**config.mk**
```make
export PLATFORM = sky130hd
export DESIGN_NAME = fcb_ctrl
export DESIGN_NICKNAME = d
export VERILOG_FILES = /design/src/verilog/fcb_scaler.v /design/src/verilog/fcb_ctrl.v
export VERILOG_INCLUDE_DIRS = /design/src /design/src/verilog
export SDC_FILE = /design/constraint.sdc
export NUM_CORES = 1
export LEC_CHECK = 0
export CORE_ASPECT_RATIO = 0.75
export CORE_MARGIN = 8
export CORE_UTILIZATION = 45
export DETAILED_ROUTE_END_ITERATION = 10
export DONT_BUFFER_PORTS = 1
export GPL_TIMING_DRIVEN = 0
export PLACE_DENSITY = 0.61
export SYNTH_ARGS = -nofsm -noshare
export SYNTH_HDL_FRONTEND = slang
export SYNTH_SLANG_ARGS = --single-unit
```
**constraint.sdc**
```tcl
create_clock -name clk -period 6.4 [get_ports clk]
set_input_delay 0.64 -clock clk [delete_from_list [all_inputs] [get_ports clk]]
set_output_delay 0.64 -clock clk [all_outputs]
set_load 0.02 [all_outputs]
```
**src/verilog/fcb_defs.vh**
```
// Purpose: Shared constants for the FIR coefficient bank controller.
// Assumes: 40 MHz system clock; command bytes come from a serial control front end.
// Notes:   Offsets, field positions, reset values and timing counts live here; the coefIdx offsets and play mode reset are coded in the controller.
`ifndef FCB_DEFS_VH
`define FCB_DEFS_VH

// Command bytes
`define FCB_CMD_WR_COEF       8'h30
`define FCB_CMD_RD_COEF       8'h20
`define FCB_CMD_LD_COEF_CNT   8'h13
`define FCB_CMD_LD_FILTER_CONTROL      8'h14

// Filter control layout
`define FCB_FILTER_CONTROL_SWREQ_BIT   4
`define FCB_FILTER_CONTROL_SH_HI_BIT   3
`define FCB_FILTER_CONTROL_SH_LO_BIT   2
`define FCB_FILTER_CONTROL_RESET       8'h0B

// Coefficient address counter
`define FCB_CNT_W             5
`define FCB_CNT_RESET         5'h00
`define FCB_MAIN_LAST         5'h09
`define FCB_AUX_FIRST         5'h10
`define FCB_AUX_LAST          5'h19
`define FCB_TAPS              10
`define FCB_TAP_LAST_LOW      4'h9

// Shift field codes
`define FCB_SH_DIV1           2'h0
`define FCB_SH_DIV2           2'h1
`define FCB_SH_DIV4           2'h2
`define FCB_SH_DIV8           2'h3

// Least reset pulse the controlling party must give
`define FCB_CLK_PERIOD_NS     25
`define FCB_RST_MIN_NS        15000
`define FCB_RST_MIN_CYC       ((`FCB_RST_MIN_NS + `FCB_CLK_PERIOD_NS - 1) / `FCB_CLK_PERIOD_NS)

`endif

```
**src/verilog/fcb_scaler.v**
```verilog
// Purpose: Scales one FIR result by a selectable power of two and wraps it to a byte.
// Assumes: FIR result is two's complement and arrives with a one-cycle valid.
// Notes:   Division is an arithmetic shift, so negative results round toward minus infinity.
`timescale 1ns/10ps
`default_nettype none
`include "fcb_defs.vh"

module fcb_scaler #(
  parameter RES_W = 16
) (
  // Clock and control
  input  wire              clk,
  input  wire              rst_n,
  input  wire              ce,
  // Scale selection
  input  wire [1:0]        shiftSel,
  // Raw result
  input  wire              firValid,
  input  wire [RES_W-1:0]  firResult,
  // Scaled result
  output reg  [7:0]        scaled_r,
  output reg               scaledValid_r
);

  reg  [RES_W-1:0] shifted;   // Result after the divide

  // Divide by 1, 2, 4 or 8
  always @*
  begin
    case (shiftSel)
      `FCB_SH_DIV1: shifted = firResult;
      `FCB_SH_DIV2: shifted = $signed(firResult) >>> 1;
      `FCB_SH_DIV4: shifted = $signed(firResult) >>> 2;
      `FCB_SH_DIV8: shifted = $signed(firResult) >>> 3;
      default:      shifted = firResult;
    endcase
  end

  // Keep only the low byte, which is the modulo 256 wrap
  always @(posedge clk)
  begin
    if (!rst_n)
    begin
      scaled_r      <= 8'h00;
      scaledValid_r <= 1'b0;
    end
    else if (ce)
    begin
      scaledValid_r <= firValid;
      if (firValid)
        scaled_r <= shifted[7:0];
    end
  end

endmodule
`default_nettype wire

```
**src/verilog/fcb_ctrl.v**
```verilog
// Purpose: FIR coefficient banks, address counter, bank switch and output scaling.
// Assumes: Command and data bytes arrive already deserialised, on this clock.
// Notes:   Coefficients keep their contents through reset; only control state clears.
//
// Notes on behaviour
// - Scale FIR result by shift field, wrap 256.
// - Ten shared 8-bit taps for all main channels.
// - Main taps sit at addresses 0 to 9.
// - Ten auxiliary taps at addresses 16 to 25.
// - Host writes buffer bank, reads active bank.
// - Switched flag: set on swap, cleared by main write.
// - Device clears switch request when swap happens.
// - Five-bit address counter, resets to zero.
// - Reset restores defaults, keeps coefficient contents.
// - Swap only at program end after tap 9.
// - Control: request bit4, shift bits3-2, reset 0x0B.
// - Commands: write stream, read stream, load counter, load filter control.
`timescale 1ns/10ps
`default_nettype none
`include "fcb_defs.vh"

module fcb_ctrl #(
  parameter RES_W = 16
) (
  // Clock, reset, enable
  input  wire              clk,
  input  wire              rst_n,
  input  wire              ce,
  // Command and stream bytes from the control front end
  input  wire              cmdStrobe,
  input  wire [7:0]        cmdByte,
  input  wire              wrStrobe,
  input  wire [7:0]        wrByte,
  input  wire              rdStrobe,
  // Read stream answer
  output reg  [7:0]        rdData_r,
  output reg               rdValid_r,
  // Status and control view
  output reg               bankSwitchedFlag_r,
  output reg               switchReq_r,
  output reg  [1:0]        scaleShift_r,
  output reg  [4:0]        coefAddressCounter_r,
  output reg               activeBank_r,
  output reg               defaultPlayMode_r,
  // Filter sequencer side
  input  wire              firProgEnd,
  input  wire [4:0]        tapAddr,
  output reg  [7:0]        tapCoef_r,
  input  wire              firValid,
  input  wire [RES_W-1:0]  firResult,
  output wire [7:0]        scaledOut,
  output wire              scaledValid
);

  // Command states
  localparam [2:0] ST_IDLE  = 3'd0;   // Waiting for a command
  localparam [2:0] ST_WRSTR = 3'd1;   // Streaming into the buffer bank
  localparam [2:0] ST_RDSTR = 3'd2;   // Streaming out of the active bank
  localparam [2:0] ST_LDCNT = 3'd3;   // Next byte loads the counter
  localparam [2:0] ST_LDFC  = 3'd4;   // Next byte loads filter control

  localparam NENT = 4 * `FCB_TAPS;    // Two banks, main plus auxiliary
  localparam [7:0] FILTER_CONTROL_RST = `FCB_FILTER_CONTROL_RESET;   // Control reset image, read by field

  reg  [2:0]  state_r;                // Command state
  reg  [2:0]  state_nxt;
  reg         tap9Seen_r;             // Tap 9 landed since last swap
  reg  [7:0]  coefMem [0:NENT-1];     // Both banks, no reset on purpose

  wire [5:0]  wrIdx;                  // Buffer entry of counter address
  wire [5:0]  rdIdx;                  // Active entry of counter address
  wire [5:0]  tapIdx;                 // Active entry of filter tap
  wire        cntValid;               // Counter points at a real tap
  wire        tapValid;               // Filter tap address is real
  wire        wrHit;                  // A byte goes into the buffer bank
  wire        rdHit;                  // A byte is read out
  wire        mainHit;                // Complete main coefficient written
  wire        tap9Hit;                // Complete tap 9 written
  wire        doSwap;                 // Bank switch this cycle
  wire        cmdFctrl;               // Control byte taken this cycle

  // Map a 5-bit address and bank to a storage index
  function [5:0] coefIdx;
    input       bank;
    input [4:0] addr;
    reg   [5:0] base;
    begin
      base    = bank ? 6'd20 : 6'd0;
      coefIdx = base + (addr[4] ? 6'd10 : 6'd0) + {2'b00, addr[3:0]};
    end
  endfunction

  // Only 0..9 and 16..25 hold taps; the rest of the map is a hole
  function isTap;
    input [4:0] addr;
    begin
      isTap = (addr[3:0] <= `FCB_TAP_LAST_LOW) && !(addr[3:0] > 4'h9);
    end
  endfunction

  assign cntValid = isTap(coefAddressCounter_r);
  assign tapValid = isTap(tapAddr);
  assign wrIdx    = coefIdx(~activeBank_r, coefAddressCounter_r);
  assign rdIdx    = coefIdx(activeBank_r, coefAddressCounter_r);
  assign tapIdx   = coefIdx(activeBank_r, tapAddr);
  assign wrHit    = (state_r == ST_WRSTR) && wrStrobe && !cmdStrobe;
  assign rdHit    = (state_r == ST_RDSTR) && rdStrobe && !cmdStrobe;
  assign mainHit  = wrHit && !coefAddressCounter_r[4] && cntValid;
  assign tap9Hit  = wrHit && (coefAddressCounter_r[3:0] == `FCB_TAP_LAST_LOW);
  assign cmdFctrl = (state_r == ST_LDFC) && wrStrobe && !cmdStrobe;
  // Swap waits for the end of the filter program and a full tap 9
  assign doSwap   = firProgEnd && switchReq_r && tap9Seen_r;

  // Command decoding; a new command always wins over a stream byte
  always @*
  begin
    state_nxt = state_r;
    if (cmdStrobe)
    begin
      case (cmdByte)
        `FCB_CMD_WR_COEF:     state_nxt = ST_WRSTR;
        `FCB_CMD_RD_COEF:     state_nxt = ST_RDSTR;
        `FCB_CMD_LD_COEF_CNT: state_nxt = ST_LDCNT;
        `FCB_CMD_LD_FILTER_CONTROL:    state_nxt = ST_LDFC;
        default:              state_nxt = ST_IDLE;
      endcase
    end
    else if (wrStrobe && (state_r == ST_LDCNT || state_r == ST_LDFC))
      state_nxt = ST_IDLE;
  end

  // Command state and default play mode after reset
  always @(posedge clk)
  begin
    if (!rst_n)
    begin
      state_r           <= ST_IDLE;
      defaultPlayMode_r <= 1'b1;
    end
    else if (ce)
      state_r <= state_nxt;
  end

  // Coefficient storage; reset deliberately absent so contents survive
  always @(posedge clk)
  begin
    if (ce && wrHit && cntValid)
      coefMem[wrIdx] <= wrByte;
  end

  // Address counter: loaded by command, steps after each byte
  always @(posedge clk)
  begin
    if (!rst_n)
      coefAddressCounter_r <= `FCB_CNT_RESET;
    else if (ce)
    begin
      if ((state_r == ST_LDCNT) && wrStrobe && !cmdStrobe)
        coefAddressCounter_r <= wrByte[4:0];
      else if (wrHit || rdHit)
        coefAddressCounter_r <= coefAddressCounter_r + 5'd1;
    end
  end

  // Read stream answer, one cycle after the request
  always @(posedge clk)
  begin
    if (!rst_n)
    begin
      rdData_r  <= 8'h00;
      rdValid_r <= 1'b0;
    end
    else if (ce)
    begin
      rdValid_r <= rdHit;
      if (rdHit)
        // Holes in the map read as zero
        rdData_r <= cntValid ? coefMem[rdIdx] : 8'h00;
    end
  end

  // Tap lookup for the filter datapath, from the active bank only
  always @(posedge clk)
  begin
    if (!rst_n)
      tapCoef_r <= 8'h00;
    else if (ce)
      tapCoef_r <= tapValid ? coefMem[tapIdx] : 8'h00;
  end

  // Filter control: shift field and the switch request
  always @(posedge clk)
  begin
    if (!rst_n)
    begin
      scaleShift_r <= {FILTER_CONTROL_RST[`FCB_FILTER_CONTROL_SH_HI_BIT],
                       FILTER_CONTROL_RST[`FCB_FILTER_CONTROL_SH_LO_BIT]};
      switchReq_r  <= FILTER_CONTROL_RST[`FCB_FILTER_CONTROL_SWREQ_BIT];
    end
    else if (ce)
    begin
      if (cmdFctrl)
      begin
        scaleShift_r <= {wrByte[`FCB_FILTER_CONTROL_SH_HI_BIT],
                         wrByte[`FCB_FILTER_CONTROL_SH_LO_BIT]};
        // A host set in the swap cycle wins over the self clear
        switchReq_r  <= wrByte[`FCB_FILTER_CONTROL_SWREQ_BIT];
      end
      else if (doSwap)
        switchReq_r <= 1'b0;
    end
  end

  // Tap 9 tracking; a fresh tap 9 in the swap cycle stays recorded
  always @(posedge clk)
  begin
    if (!rst_n)
      tap9Seen_r <= 1'b0;
    else if (ce)
    begin
      if (tap9Hit)
        tap9Seen_r <= 1'b1;
      else if (doSwap)
        tap9Seen_r <= 1'b0;
    end
  end

  // Bank select and switched flag; set wins over the main-write clear
  always @(posedge clk)
  begin
    if (!rst_n)
    begin
      activeBank_r       <= 1'b0;
      bankSwitchedFlag_r <= 1'b0;
    end
    else if (ce)
    begin
      if (doSwap)
      begin
        activeBank_r       <= ~activeBank_r;
        bankSwitchedFlag_r <= 1'b1;
      end
      else if (mainHit)
        bankSwitchedFlag_r <= 1'b0;
    end
  end

  // Output scaling
  fcb_scaler #(
    .RES_W (RES_W)
  ) fcb_scaler_inst (
    .clk           (clk),
    .rst_n         (rst_n),
    .ce            (ce),
    .shiftSel      (scaleShift_r),
    .firValid      (firValid),
    .firResult     (firResult),
    .scaled_r      (scaledOut),
    .scaledValid_r (scaledValid)
  );

endmodule
`default_nettype wire

```
-- Word level (Yosys, flattened, before mapping)
Memory sizes are Yosys's and may differ from the RTL's.
Cells that the tools add are included.
- eq/ne operators: 12
- reductions and logical operators: 39
- bitwise operators: 1
- magnitude comparators: 4
- muxes and demuxes: 19
- $add $sub $neg: 7
- operators with widths (kind ; number):
    one-hot mux 8 bit (4 select lines) ; 1
    adder 6 x 4 -> 6 bit ; 4
    2-to-1 mux 5 bit ; 4
    logical AND 1 bit ; 18
    AND reduction 2 bit ; 9
    equality test 8 x 5 -> 1 bit (second input constant) ; 2
    equality test 8 x 6 -> 1 bit (second input constant) ; 2
    2-to-1 mux 8 bit ; 2
    one-hot mux 3 bit (4 select lines) ; 1
    nonzero test 2 bit ; 5
    > comparator 4 bit (second input constant) ; 2
    <= comparator 4 bit (second input constant) ; 2
    2-to-1 mux 4 bit ; 2
    2-to-1 mux 1 bit ; 7
    adder 5 x 4 -> 6 bit ; 1
    adder 5 x 6 -> 6 bit ; 1
    equality test 3 x 2 -> 1 bit (second input constant) ; 2
    2-to-1 mux 3 bit ; 2
    adder 5 x 1 -> 5 bit (second input constant) ; 1
    equality test 2 bit (second input constant) ; 2
    equality test 4 bit (second input constant) ; 1
    logical NOT 1 bit ; 4
    equality test 3 x 1 -> 1 bit (second input constant) ; 1
    equality test 3 bit (second input constant) ; 1
    other kinds (4) ; 5
- flip-flop bits (word level): 40
- memories kept: 1
- output and inout bits: 37
- memory bits (writable): 320
- memory list (memory ; depth ; bits a word ; read ports ; clocked after memory_dff ; wr ports ; RTL line ; text):
    coefMem ; 40 ; 8 ; 2 ; 0 ; 1 ; fcb_ctrl.v:68 ; reg [7:0] coefMem [0:NENT-1];

-- Longest topological paths before layout
- word-level depth: 7
- mapped depth: 11
- mapped depth without buffers: 8

-- Cells and area by module
A second synthesis with hierarchy kept.
- cell total of the unflattened synthesis: 1204
- area, all modules: 17621.9 um^2
- modules (own cells, without submodules) (module ; cells each ; seq. area each (um^2) ; instances ; area each (um^2)):
    fcb_ctrl ; 1162 ; 10229.8 ; 1 ; 17162.7
    fcb_scaler ; 42 ; 180.2 ; 1 ; 459.2

-- Least setup slack after synthesis
No wires, ideal clock.
- path kind: register -> register
- start: register coefAddressCounter_r[1]
- end: memory coefMem[28][0] (enable)
- setup time: 0.370 ns
- cell stages (with the launch flop): 10
- setup slack: 3.480 ns
- arrival time: 2.550 ns
- data required time: 6.030 ns
- clock period less this slack: 2.920 ns
- path through: dfxtp_1 -> ha_1 -> inv_1 -> fa_1 -> buf_2 -> buf_2 -> nor2_1 -> clkbuf_1 -> nand2_1 -> nor2_1
- longest elaborated chain between the ends: 6
- ends and longest elaborated chain (item ; RTL line ; text):
    start, declared ; fcb_ctrl.v:42 ; output reg [4:0] coefAddressCounter_r,
    start signal, assigned ; fcb_ctrl.v:155 ; coefAddressCounter_r <= `FCB_CNT_RESET;
    start signal, assigned ; fcb_ctrl.v:159 ; coefAddressCounter_r <= wrByte[4:0];
    start signal, assigned ; fcb_ctrl.v:161 ; coefAddressCounter_r <= coefAddressCounter_r + 5'd1;
    > comparator 4 bit ; fcb_ctrl.v:97 ; isTap = (addr[3:0] <= `FCB_TAP_LAST_LOW) && !(addr[3:0] > 4'h9);
    logical NOT 1 bit ; fcb_ctrl.v:97 ;
    logical AND 1 bit ; fcb_ctrl.v:97 ;
    logical AND 1 bit ; fcb_ctrl.v:147 ; if (ce && wrHit && cntValid)
    2-to-1 mux 1 bit ; fcb_ctrl.v:147 ;
    2-to-1 mux 1 bit (implied by the code) ; fcb_ctrl.v:148 ; coefMem[wrIdx] <= wrByte;
    end, declared ; fcb_ctrl.v:68 ;
Parallel ways exist; a longest one is shown, timed or not.

-- Final worst setup path
- start: register coefAddressCounter_r[1]
- end: register rdData_r[2]
- longest elaborated chain between the ends: 4
- ends and longest elaborated chain (item ; RTL line ; text):
    parallel branches: the longest is 3 deep, another holds memory read (40 x 8 bit) ; n/a ;
    2-to-1 mux 8 bit (*) ; fcb_ctrl.v:178 ; rdData_r <= cntValid ? coefMem[rdIdx] : 8'h00;
    end signal, assigned ; fcb_ctrl.v:178 ;
    end, declared ; fcb_ctrl.v:36 ; output reg [7:0] rdData_r,
Every way passes the cells marked *.
A chain may end at the register's enable or synchronous reset.

==> flow_metrics.env <==
export IMPL_status="finished, violations left"
export IMPL_violations="max-capacitance violations"
export IMPL_leakagePower_nw=6.005
export IMPL_placed_cells=1660
export IMPL_clkLatencyLatePin_ns=0.54
export IMPL_mostFrequentLayoutCell="edfxtp_1"
export IMPL_avgSynthCellArea_sq_um=15.36
export IMPL_ir_worst_vdd_mv=0.1838
export IMPL_coreArea_sq_um=38480
export IMPL_fin_crit_ns=4.590
export IMPL_cp_max_fo=10
export IMPL_synth_seq_cells=360
export IMPL_gp_congestion=0.9441
export IMPL_reg2reg_slack_ns=1.81
export IMPL_post_cts_resized=0
export IMPL_path_class="reg2reg"
export IMPL_arrival_ns=5.04
export IMPL_grt_pass1_vias=11210
export IMPL_fin_skew_ns=0.01305
export IMPL_synthArstFlopShare_pct=0
export IMPL_syn_area_sq_um=17630
export IMPL_power_density_nw_per_um2=256.2
export IMPL_antenna_cells=0
export IMPL_dr_pass1_iters=6
export IMPL_p_seq_share_pct=51.8
export IMPL_ant_nets=0
export IMPL_grt_max_degree=43
export IMPL_worst_pin_slew_ns=1.491
export IMPL_clockRootBuffer="clkbuf_16"
export IMPL_drive_gt1_share_pct=22.92
export IMPL_clk_pin_slew_ns=0.07
export IMPL_rsz0062_at_grt="false"
export IMPL_final_period_utilization_pct=71.72
export IMPL_dieWidth_microns=244.6
export IMPL_synth_warnings=0
export IMPL_p_clk_share_pct=42.4
export IMPL_via_per_inst=6.765
export IMPL_final_cell_mix="320 x edfxtp_1, 121 x mux4_2, 67 x nor2_1, 46 x nand2_1, 42 x mux2i_1"
export IMPL_track_usage_pct=24.32
export IMPL_setup_viol=0
export IMPL_route_detailed_drc=0
export IMPL_cts_tree="done"
export IMPL_cp_end_kind="flop"
export IMPL_num_vias=11670
export IMPL_htreeDepth=2
export IMPL_place_hpwl_microns=40410
export IMPL_syn_nets=1206
export IMPL_layout_nets=1244
export IMPL_ctsHoldBuffers=0
export IMPL_layoutNonFillerInstCount=1725
export IMPL_timing_final_ws_setup_ns=1.810
export IMPL_relSlewSlack_pct=0.2445
export IMPL_final_util_pct=50.50
export IMPL_max_clock_path_buffers=3
export IMPL_clock_sinks=360
export IMPL_io_pins=82
export IMPL_synthCells=1148
export IMPL_start_util_pct=45.83
export IMPL_fp_row_count=62
export IMPL_overflow=0
export IMPL_hp_class="in2reg"
export IMPL_numCtsBuffers=36
export IMPL_die_h_microns=187.4
export IMPL_wl_per_cell_microns=33.34
export IMPL_internal_power_w=0.003894
export IMPL_grt_pass1_wl_microns=81080
export IMPL_drt_initial_drc_count=1731
export IMPL_p_switching_w=0.001084
export IMPL_fmax_mhz=217.9
export IMPL_crit_slowest_cell="a2111oi_0"
export IMPL_worstPathCellList="ha_1, inv_1, fa_1, buf_2, buf_2, clkbuf_1, a2111oi_0, a2111oi_0, a31oi_1, o221ai_1"
export IMPL_wl_microns=57500
export IMPL_maxCapViolations=1
export IMPL_ys_seq_area_share_pct=59.03
export IMPL_swShare_pct=21.77
export IMPL_ys_types=75
export IMPL_drv_slew=0
export IMPL_tns_ns=0
export IMPL_cts_setup_buffers=0
export IMPL_antenna_found_initial=2
export IMPL_worstPathRequired_ns=6.85
export IMPL_die_area_sq_um=45840
export IMPL_startpoint_type="flop"
export IMPL_syn_to_final_growth_pct=10.19
export IMPL_hold_violations=0
export IMPL_finalPower_w=0.004977
export IMPL_port_buffers=0
export IMPL_combinationalPowerShare_pct=5.7
export IMPL_cp_slowest_stage_delay_ns=1.12
export IMPL_post_place_ws_ns=1.954
export IMPL_ys_flop_type="edfxtp_1"
export IMPL_synth_edff_count=320
cell families after synthesis:
family | count (synthesis) | synth area share [%]
buffers and inverters | 94 | 2.661
AND/OR/NAND/NOR | 240 | 7.223
other | 1 | 0.02127
multiplexers | 203 | 20.39
adder cells (fa/ha/maj) | 13 | 1.050
AO/OA/AOI/OAI | 231 | 9.281
flip-flops | 360 | 59.03
XOR/XNOR | 6 | 0.3406
metal layers:
metal / global-route usage [%] / vias to the layer above / part of all wire, %
met5: 0 / - / 0.023
met4: 8.215 / 2 / 3.6
met3: 8.134 / 132 / 12
met2: 35.02 / 757 / 43
met1: 34.18 / 5987 / 41
li1: - / 4792 / -
Yosys cell counts (24+ instances only):
cell | instances | area share [%]
edfxtp_1 | 320 | 54
buf_2 | 36 | 1.0
mux4_2 | 121 | 15
a21oi_1 | 41 | 1.2
nor2b_1 | 30 | 1.1
mux2_2 | 40 | 2.6
nor2_1 | 67 | 1.4
nand2_1 | 46 | 0.98
clkbuf_1 | 24 | 0.51
dfxtp_1 | 40 | 4.5
mux2i_1 | 42 | 2.4
o21ai_0 | 34 | 0.96
critical path, delay by kind of cell (launching register included):
kind / cells / cell delay [ns]
compound gates: 4 / 1.79
buf+inv: 4 / 1.29
fa+ha+maj: 2 / 0.82
flops: 1 / 0.60
power by group through the flow:
stage,logic [W],registers (W),clock network [W]
after floorplan,0.000186,0.00263,0
after global placement,0.000276,0.00263,0
after detailed placement,0.000279,0.00263,0
after CTS,0.000279,0.00258,0.00212
after global routing,0.000297,0.00258,0.00221
final,0.000286,0.00258,0.00211
sequential cells by signal, summed over array words and instances, names as in the netlist, 2 cells and up:
name,flops
coefMem,320
fcb_scaler_inst.scaled_r,8
rdData_r,8
tapCoef_r,8
coefAddressCounter_r,5
state_r,3
scaleShift_r,2
final cells by class:
cell class              count  area [sq um]
fillers                  3217         19050
flip-flops and latches    360         10410
multi-input cells         694          6755
clock buffers              53          1047
well taps                 512         640.6
plain buffers              81         420.4
clock inverters            12         108.9
inverters                  13         48.80
worst paths after layout:
kind                                              start               to  cells past startpoint
worst max-delay path            coefAddressCounter_r[1]      rdData_r[2]                     10
worst min-delay path                              rst_n  scaleShift_r[1]                      1
worst max register to register  coefAddressCounter_r[1]      rdData_r[2]                     10
worst min register to register               tap9Seen_r       tap9Seen_r                      2
metrics by stage:
stage,cell area (sq um),hold slack [ns]
after floorplan,17630,0.4534
after global placement,18280,0.4781
after detailed placement,18280,0.4920
after CTS,19430,0.1580
after global routing,19430,0.1655
final,19430,0.1683
No activity file was read; power rests on OpenSTA's default activity.
